File: config.mk
export PLATFORM = sky130hd
export DESIGN_NAME = bifd_decode
export DESIGN_NICKNAME = d
export VERILOG_FILES = /design/src/bifd_pkg.sv /design/src/bifd_decode.sv
export SDC_FILE = /design/constraint.sdc
export NUM_CORES = 1
export LEC_CHECK = 0
export ABC_AREA = 1
export CELL_PAD_IN_SITES_DETAIL_PLACEMENT = 1
export CELL_PAD_IN_SITES_GLOBAL_PLACEMENT = 1
export CORE_MARGIN = 2
export CORE_UTILIZATION = 25
export DETAILED_ROUTE_END_ITERATION = 16
export DONT_BUFFER_PORTS = 1
export GPL_ROUTABILITY_DRIVEN = 0
export HOLD_SLACK_MARGIN = 0.1
export PLACE_DENSITY_LB_ADDON = 0.08
export SLEW_MARGIN = 20
export SYNTH_ARGS = -nofsm -noshare
export SYNTH_HDL_FRONTEND = slang
export SYNTH_SLANG_ARGS = --single-unit
File: constraint.sdc
create_clock -name pclk -period 2 [get_ports pclk]
set_input_delay 0.4 -clock pclk [delete_from_list [all_inputs] [get_ports pclk]]
set_output_delay 0.4 -clock pclk [all_outputs]
set_load 0.02 [all_outputs]
File: src/bifd_pkg.sv
// Package with the control-byte layouts, codes and register map of the decoder.
package bifd_pkg;
	// Operation codes.
	localparam logic [7:0] OP_CHECK = 8'h13;
	localparam logic [7:0] OP_INSERT = 8'h14;
	localparam logic [7:0] OP_STRIP = 8'h16;
	localparam logic [7:0] OP_UPDATE = 8'h15;
	// Common byte fields.
	localparam int CMN_SIZE_LO = 0;
	localparam int CMN_SEED_INV = 2;
	localparam int CMN_RES_INV = 3;
	// Source byte fields.
	localparam int SRC_REF_FIXED = 7;
	localparam int SRC_REF_NOCHK = 6;
	localparam int SRC_GRD_NOCHK = 5;
	localparam int SRC_APP_INCR = 4;
	localparam int SRC_AR_FDET = 3;
	localparam int SRC_APP_FDET = 2;
	localparam int SRC_ALL_FDET = 1;
	localparam int SRC_ALL_ERR = 0;
	// Destination byte fields.
	localparam int DST_REF_FIXED = 7;
	localparam int DST_REF_PASS = 6;
	localparam int DST_GRD_PASS = 5;
	localparam int DST_APP_INCR = 4;
	localparam int DST_APP_PASS = 3;
	// Block sizes in bytes.
	localparam logic [12:0] BLK_512 = 13'h0200;
	localparam logic [12:0] BLK_520 = 13'h0208;
	localparam logic [12:0] BLK_4096 = 13'h1000;
	localparam logic [12:0] BLK_4104 = 13'h1008;
	// Seeds.
	localparam logic [15:0] SEED_ZERO = 16'h0000;
	localparam logic [15:0] SEED_ONES = 16'hFFFF;
	// Status codes.
	localparam logic [7:0] ST_GUARD = 8'h01;
	localparam logic [7:0] ST_APP = 8'h02;
	localparam logic [7:0] ST_REF = 8'h04;
	localparam logic [7:0] ST_ALLF = 8'h08;
	// Register byte offsets.
	localparam logic [7:0] A_CTRL = 8'h00;
	localparam logic [7:0] A_OPER = 8'h04;
	localparam logic [7:0] A_DECODE = 8'h08;
	localparam logic [7:0] A_STATUS = 8'h0C;
	localparam logic [7:0] A_CRC = 8'h10;
endpackage : bifd_pkg

File: src/bifd_decode.sv
// Decoder of block integrity field control bytes with an APB register file.
//
// The implementer's own choices: the APB slave port and the address map.
`timescale 1ns/1ps

module bifd_decode (
	input wire logic pclk, // Engine clock.
	input wire logic presetn, // Asynchronous reset, active low.
	input wire logic psel, // APB select.
	input wire logic penable, // APB access phase.
	input wire logic pwrite, // APB write.
	input wire logic [7:0] paddr, // APB byte address.
	input wire logic [31:0] pwdata, // APB write data.
	output logic [31:0] prdata, // APB read data.
	output logic pready, // APB ready.
	output logic pslverr, // APB error for unmapped addresses.
	input wire logic blk_valid, // Datapath presents a block result.
	input wire logic [15:0] src_guard, // Guard field read from source.
	input wire logic [15:0] src_app, // Application tag from source.
	input wire logic [31:0] src_ref, // Reference tag from source.
	input wire logic [15:0] calc_crc, // Raw CRC computed over the block.
	input wire logic [15:0] exp_app, // Expected application tag.
	input wire logic [31:0] exp_ref, // Expected reference tag.
	input wire logic [15:0] gen_app, // Destination tag from seed and mask.
	input wire logic [31:0] gen_ref, // Destination tag from its seed.
	output logic [12:0] blk_bytes, // Protected block length.
	output logic [15:0] crc_seed, // Guard CRC start value.
	output logic src_ref_inc, // Expected reference tag steps per block.
	output logic src_app_inc, // Expected application tag steps per block.
	output logic dst_ref_inc, // Generated reference tag steps per block.
	output logic dst_app_inc, // Generated application tag steps per block.
	output logic res_valid, // Block result below is valid, one cycle.
	output logic [7:0] blk_status, // Integrity status code of the block.
	output logic [15:0] out_guard, // Guard written to destination.
	output logic [15:0] out_app, // Application tag written out.
	output logic [31:0] out_ref // Reference tag written out.
);
	logic [7:0] cmn_flags;
	logic [7:0] src_flags;
	logic [7:0] dst_flags;
	logic [7:0] op_code;
	logic [7:0] sticky_status;
	logic [15:0] last_crc;
	logic is_update;
	logic [15:0] final_crc;
	logic app_ones;
	logic ref_ones;
	logic grd_ones;
	logic fdet_ar;
	logic fdet_app;
	logic fdet_all;
	logic fdet;
	logic [7:0] next_status;
	logic wr_en;
	logic rd_en;
	logic addr_ok;

	// The slave answers in the first access cycle; no wait states.
	assign pready = 1'h1;
	assign wr_en = psel && penable && pwrite;
	assign rd_en = psel && penable && !pwrite;
	assign addr_ok = (paddr == bifd_pkg::A_CTRL) ||
		(paddr == bifd_pkg::A_OPER) || (paddr == bifd_pkg::A_DECODE) ||
		(paddr == bifd_pkg::A_STATUS) || (paddr == bifd_pkg::A_CRC);
	assign pslverr = psel && penable && !addr_ok;

	// Control bytes as copied out of the descriptor by software.
	always_ff @(posedge pclk or negedge presetn) begin
		if (!presetn) begin
			cmn_flags <= 8'h00;
			src_flags <= 8'h00;
			dst_flags <= 8'h00;
		end else if (wr_en && paddr == bifd_pkg::A_CTRL) begin
			cmn_flags <= pwdata[7:0];
			dst_flags <= pwdata[15:8];
			src_flags <= pwdata[23:16];
		end
	end

	// Operation code of the running descriptor.
	always_ff @(posedge pclk or negedge presetn) begin
		if (!presetn) begin
			op_code <= 8'h00;
		end else if (wr_en && paddr == bifd_pkg::A_OPER) begin
			op_code <= pwdata[7:0];
		end
	end

	assign is_update = (op_code == bifd_pkg::OP_UPDATE);

	// Block size table; upper common bits are never looked at.
	always_comb begin
		case (cmn_flags[bifd_pkg::CMN_SIZE_LO +: 2])
			2'h0: blk_bytes = bifd_pkg::BLK_512;
			2'h1: blk_bytes = bifd_pkg::BLK_520;
			2'h2: blk_bytes = bifd_pkg::BLK_4096;
			2'h3: blk_bytes = bifd_pkg::BLK_4104;
			default: blk_bytes = bifd_pkg::BLK_512;
		endcase
	end

	// Seed and final inversion.
	assign crc_seed = cmn_flags[bifd_pkg::CMN_SEED_INV] ?
		bifd_pkg::SEED_ONES : bifd_pkg::SEED_ZERO;
	assign final_crc = cmn_flags[bifd_pkg::CMN_RES_INV] ?
		~calc_crc : calc_crc;

	// Tag stepping; note the application polarity is the reverse.
	assign src_ref_inc = !src_flags[bifd_pkg::SRC_REF_FIXED];
	assign src_app_inc = src_flags[bifd_pkg::SRC_APP_INCR];
	assign dst_ref_inc = !dst_flags[bifd_pkg::DST_REF_FIXED];
	assign dst_app_inc = dst_flags[bifd_pkg::DST_APP_INCR];

	// All-ones escape detection on the source fields.
	assign app_ones = &src_app;
	assign ref_ones = &src_ref;
	assign grd_ones = &src_guard;
	assign fdet_ar = src_flags[bifd_pkg::SRC_AR_FDET] && app_ones &&
		ref_ones;
	assign fdet_app = src_flags[bifd_pkg::SRC_APP_FDET] && app_ones;
	assign fdet_all = src_flags[bifd_pkg::SRC_ALL_FDET] && app_ones &&
		ref_ones && grd_ones;
	assign fdet = fdet_ar || fdet_app || fdet_all;

	// Status code; any escape suppresses all three mismatch checks.
	always_comb begin
		next_status = 8'h00;
		if (!fdet) begin
			if (!src_flags[bifd_pkg::SRC_GRD_NOCHK] &&
				final_crc != src_guard) begin
				next_status = next_status | bifd_pkg::ST_GUARD;
			end
			if (src_app != exp_app) begin
				next_status = next_status | bifd_pkg::ST_APP;
			end
			if (!src_flags[bifd_pkg::SRC_REF_NOCHK] &&
				src_ref != exp_ref) begin
				next_status = next_status | bifd_pkg::ST_REF;
			end
		end
		// The error enable only counts with all-ones detect on.
		if (fdet_all && src_flags[bifd_pkg::SRC_ALL_ERR]) begin
			next_status = next_status | bifd_pkg::ST_ALLF;
		end
	end

	// Per-block result registers; one cycle after blk_valid.
	always_ff @(posedge pclk or negedge presetn) begin
		if (!presetn) begin
			res_valid <= 1'h0;
			blk_status <= 8'h00;
		end else begin
			res_valid <= blk_valid;
			if (blk_valid) begin
				blk_status <= next_status;
			end
		end
	end

	// Destination fields; pass-through only honoured for update.
	always_ff @(posedge pclk or negedge presetn) begin
		if (!presetn) begin
			out_guard <= 16'h0000;
			out_app <= 16'h0000;
			out_ref <= 32'h0000_0000;
		end else if (blk_valid) begin
			out_guard <= (is_update && dst_flags[bifd_pkg::DST_GRD_PASS]) ?
				src_guard : final_crc;
			out_app <= (is_update && dst_flags[bifd_pkg::DST_APP_PASS]) ?
				src_app : gen_app;
			out_ref <= (is_update && dst_flags[bifd_pkg::DST_REF_PASS]) ?
				src_ref : gen_ref;
		end
	end

	// Sticky status; a new error in the clearing cycle wins over the clear.
	always_ff @(posedge pclk or negedge presetn) begin
		if (!presetn) begin
			sticky_status <= 8'h00;
		end else begin
			sticky_status <= ((wr_en && paddr == bifd_pkg::A_STATUS) ?
				(sticky_status & ~pwdata[7:0]) : sticky_status) |
				(blk_valid ? next_status : 8'h00);
		end
	end

	// Last final CRC for software inspection.
	always_ff @(posedge pclk or negedge presetn) begin
		if (!presetn) begin
			last_crc <= 16'h0000;
		end else if (blk_valid) begin
			last_crc <= final_crc;
		end
	end

	// Read mux; unmapped reads return zero with pslverr.
	always_comb begin
		prdata = 32'h0000_0000;
		if (rd_en) begin
			case (paddr)
				bifd_pkg::A_CTRL: prdata = {8'h00, src_flags, dst_flags, cmn_flags};
				bifd_pkg::A_OPER: prdata = {24'h000000, op_code};
				bifd_pkg::A_DECODE: prdata = {12'h000, src_ref_inc, src_app_inc,
					dst_ref_inc, dst_app_inc, crc_seed[0], 2'h0, blk_bytes};
				bifd_pkg::A_STATUS: prdata = {24'h000000, sticky_status};
				bifd_pkg::A_CRC: prdata = {16'h0000, last_crc};
				default: prdata = 32'h0000_0000;
			endcase
		end
	end
endmodule : bifd_decode

After elaboration in Yosys (flattened, before gate mapping)
Cells that the tools add are included.
{"block": "totals", "reg_bits": 129, "in_bits": 222, "output_inout_bits": 140, "elab_cells": 77}
{"block": "op_classes", "n_eq_ne": 11, "mux": 15, "n_bitwise": 4, "reduce_logical": 36}
{"cell": "$pmux W24 S5", "count": 1}
{"cell": "$mux W16", "count": 4}
{"cell": "$pmux W13 S4", "count": 1}
{"cell": "$mux W32", "count": 1}
{"cell": "$ne A16 B16 Y1", "count": 2}
{"cell": "$ne A32 B32 Y1", "count": 1}
{"cell": "$reduce_and A16 Y1", "count": 2}
{"cell": "$reduce_and A32 Y1", "count": 1}
{"cell": "$mux W24", "count": 1}
{"cell": "$logic_and A1 B1 Y1", "count": 19}
{"cell": "$eq A8 B4 Y1 const B", "count": 2}
{"cell": "$eq A8 B5 Y1 const B", "count": 2}
{"cell": "$mux W8", "count": 2}
{"cell": "$not A16 Y16", "count": 1}
{"cell": "$and A8 B8 Y8", "count": 1}
{"cell": "$eq A8 B3 Y1 const B", "count": 1}
{"cell": "$logic_not A8 Y1", "count": 1}
{"cell": "$not A8 Y8", "count": 1}
{"cell": "$or A8 B8 Y8", "count": 1}
{"cell": "$logic_not A1 Y1", "count": 6}
{"cell": "$logic_or A1 B1 Y1", "count": 6}
{"cell": "$mux W3", "count": 2}
{"cell": "$eq A2 B2 Y1 const B", "count": 2}
{"cell": "$mux W4", "count": 1}
{"cell": "4 further kinds", "count": 4}

Logic depth before layout (Yosys ltp)
{"block": "depth", "ltp_word": 11, "ltp_mapped": 13, "mapped_depth_nobuf": 11}

Worst setup path after synthesis
No wires, ideal clock.
{"block": "synth_path", "path_kind": "in2out", "start": "in paddr[7]", "end": "out prdata[7]", "arrival_time_ns": 1.642, "required_time_ns": 1.600, "slack_ns": -0.042, "stages": 8, "n_path_buf": 1, "cell_sequence": "nor2_2 nand2_1 nor2_2 nand2_1 o21ai_1 nand2_2 buf_2 a41oi_1"}
{"block": "synth_via", "elab_chain_len": 3, "elab_cells_between_ends": 7, "classes_between": "eq/ne: 4; mux: 2; reduce/logical: 1"}
{"item": "start: declaration", "line": "bifd_decode.sv:12", "rtl": "input wire logic [7:0] paddr,"}
{"item": "$eq A8 B5 Y1 (tied with other cells)", "line": "bifd_decode.sv:200", "rtl": "case (paddr)"}
{"item": "$pmux W24 S5 *", "line": "bifd_decode.sv:200"}
{"item": "$mux W24 *", "line": "bifd_decode.sv:199", "rtl": "if (rd_en) begin"}
{"item": "end: declaration", "line": "bifd_decode.sv:14", "rtl": "output logic [31:0] prdata,"}
Every way passes the cells marked *; elsewhere a longest branch is shown, timed or not.

Worst setup path after layout
{"block": "layout_path", "start": "in paddr[7]", "end": "out prdata[0]"}
Same word-level chain as after synthesis.

==> summary.md <==
| Metric | Value |
|---|---|
| Crit path arrival time | around 1.6 ns |
| Drt wl/cell | 20.1 um |
| Top post-synthesis cells by area | dfrtp_1, nand2_1, a21oi_1, nand3_1, nor2_1 |
| Port Buffers | 0 |
| Minimum clock period | ~2 ns |
| Core area | between 30000 and 40000 um2 |
| Pre-CTS WS | -0.134 ns |
| Drt initial violations | 252 |
| Main synth FF type | dfrtp_1 |
| Syn avg cell area | 7.31 um2 |
| Area leader, netlist | dfrtp_1 |
| Final net count | ~1300 |
| Leak Pwr | 4.12 nW |
| Die H | approximately 180 um |
| EDFF count, synth | 0 |
| Synth Register Bits | approximately 130 |
| Starting Density | between 20% and 30% |
| Clock slew at reported path FFs | 0.06 ns |
| Synthesized area | roughly 7700 um2 |
| GR Util All Layers | between 10% and 20% |
| Worst IR Drop VDD | approximately 0.55 mV |
| Final ANT Viol Nets | 0 |
| WHS | -0.329 ns |
| Num ports | 362 |
| CTS sink count | ~130 |
| Combined buffer and inverter count along the critical path | 2 |
| Hold WC Path Type | input pin to async pin |
| HPWL after DPL | 22.5 mm |
| Worst-Skew Late Latency | 0.43 ns |
| FP Rows | 64 |
| CTS buffer count | 17 |
| Max Cap Viol | 0 |
| Initial antenna violation count | 1 |
| Routed wire length | about 30 mm |
| Drt first pass iters | 5 |
| Largest net degree at the start of global routing | 126 |
| Power per Cell Area | 740 nW/um2 |
| Root Driver | clkbuf_16 |
| RSZ-0062 raised after global routing | true |
| XOR/XNOR Fraction of Synth Area | 4.10% |
| Asr flop ratio synth | between 90% and 100% |
| Mux share of post-synthesis cell area | approximately 2.3% |
| Violated checks | hold timing |
| Post-Synth Simple-Gate Area | between 20 and 30% |
| Largest family of logic cells by synthesized area | simple AND/OR/NAND/NOR gates |
| Synth Area in Adders | 0% |
| Status | finished with violations |
| Full die area | around 32000 um2 |
| YS warnings | 0 |
| Synth Area in Compound Gates | 13.0% |
| Setup ws final | around 0.044 ns |
| Worst path cell trace | nor2_2 > nand2_1 > nor2_2 > buf_4 > nand3_1 > a41oi_1 > buf_4 |
| Crit start category | input pin |
| DR vias/cell | between 4 and 5 |
| Max FO, Critical Path | 16 |
| Final setup violation count | 0 |
| Remaining DRCs | 0 |
| Crit-path slowest cell | a41oi_1 |
| Share of cells above drive strength 1 | 14.5% |
| Die X | roughly 180 um |
| Synth-to-Final Area Change | 19.6% |
| # H-tree levels | 4 |
| Register area share after synthesis | between 40% and 50% |
| Longest Clk Path Bufs | 2 |
| Synth Instances | 1053 |
| Synth unique cells | 36 |
| Grt total ovfl | 0 |
| Maximum clock rate | 0.511 GHz |
| TritonCTS clock tree | done |
| Max incr delay on CP | about 0.29 ns |
| Cell family with most CP delay | simple AND/OR/NAND/NOR gates |
| Yosys top cell area share | around 41% |
| Fin crit share | between 90% and 100% |
| First-pass GRT wire length | approximately 47 mm |
| CP Class | input pin to output port |
| Clock Skews | 0.0159 ns |
| Via Count | ~7100 |
| Max-slew violations | 0 |
| Worst endpoint required time | 1.60 ns |
| Final hold vios | 125 |
| Crit. End Element | output port |
| Vias in the first global route | 7434 |
[path summary, 6_finish.rpt]
path	from	end	slack (ns)	cells past startpoint
worst max register to register	op_code[3]$_DFFE_PN0P_	out_ref[18]$_DFFE_PN0P_	0.18	8
worst min register to register	last_crc[10]$_DFFE_PN0P_	last_crc[10]$_DFFE_PN0P_	0.49	2
min in group pclk	pwdata[16]	src_flags[0]$_DFFE_PN0P_	0.13	1
worst max-delay path	paddr[7]	prdata[0]	0.04	7
worst min-delay path	presetn	out_ref[9]$_DFFE_PN0P_	-0.33	0
max in group asynchronous	presetn	cmn_flags[2]$_DFFE_PN0P_	2.13	0
[placed cells by master, fill, tap and decap left out, types with 4 or more instances in the layout]
cell	synthesis	layout
dlygate4sd3_1	0	11
conb_1	2	23
nor2_1	106	105
nor3_4	1	4
a21oi_1	112	111
dfrtp_1	125	122
clkbuf_16	0	17
nand2_1	298	296
clkinvlp_4	0	7
inv_2	3	8
buf_4	44	57
buf_12	0	9
nand4_1	7	7
o21ai_1	4	5
nand3_1	84	84
nand2_4	2	4
or2_2	7	7
mux2_4	8	8
o211ai_1	19	19
nand3b_1	12	12
inv_1	69	61
xnor2_1	36	36
o21ai_0	40	38
nor3_1	5	4
mux2_2	5	5
[final cells by class]
class / instances / area (um2)
clock buffers: 20 / 457
repair buffers: 79 / 741
diodes: 1 / 2.50
multi-input cells: 788 / 3930
inverters: 74 / 308
fillers: 3702 / 21200
flip-flops and latches: 125 / 3130
clock inverters: 12 / 136
well taps: 396 / 495
[what timing repair did]
item	in CTS	in global routing
buffers inserted	1	4
hold buffers	10	1
endpoints found under the hold margin	135	126
pin swaps	3	6
setup endpoints to repair	18	21
gates resized for setup	14	22
cloned	1	0
[worst register-to-register path, cell delays in order (launching register included)]
cell and delay, ns:
dfrtp_1 0.40, nor2_1 0.13, nand3_1 0.13, nor3_4 0.19
buf_4 0.25, nand2_1 0.13, buf_12 0.19, a21oi_1 0.20
a21oi_1 0.08
[logic make-up after synthesis]
| kind of cell | after synthesis |
|---|---|
| AND/OR/NAND/NOR | 531 |
| AO/OA/AOI/OAI | 184 |
| buffers and inverters | 162 |
| flip-flops | 125 |
| XOR/XNOR | 36 |
| multiplexers | 13 |
| other | 2 |
[where the power goes]
part / internal, W / total [W] / switching [W] / leakage (nW)
sequential: 0.00269 / 0.00298 / 0.000294 / 1.49
clock: 0.00191 / 0.00322 / 0.00131 / 0.271
combinational: 0.000260 / 0.000614 / 0.000355 / 2.36
[Yosys cell counts, types with 8 or more instances]
library cell  number
xnor2_1           36
inv_1             69
clkbuf_1          27
mux2_4             8
nor2_1           106
o211ai_1          19
a21oi_1          112
buf_4             44
nand2_1          298
nand3_1           84
dfrtp_1          125
nand3b_1          12
o21ai_0           40
buf_2             11
[per-stage QoR]
stage / power [W] / util, % / area [um2] / setup TNS, ns / std cells
after detailed placement: 0.00363 / 27.4 / 8350 / -0.954 / 1445
final: 0.00682 / 30.3 / 9210 / 0 / 1495
after global placement: 0.00362 / 27.4 / 8350 / -0.652 / 1445
after global routing: 0.00715 / 30.3 / 9210 / -0.0774 / 1495
after floorplan: 0.00349 / - / 7780 / 0 / 1074
after CTS: 0.00695 / 29.9 / 9100 / 0 / 1489
[layer usage]
metal | global-route usage (%) | routed length, um
met1 | 24.7 | 13700
met4 | 5.11 | 469
met2 | 29.4 | 13900
met3 | 5.94 | 2040
met5 | 0 | 0
[state kept, by name, indices dropped and copies added, names as in the netlist]
register       count
dst_flags          8
res_valid          1
cmn_flags          8
op_code            8
sticky_status      8
blk_status         4
last_crc          16
out_app           16
out_guard         16
out_ref           32
src_flags          8
No activity file was read; power rests on OpenSTA's default activity.
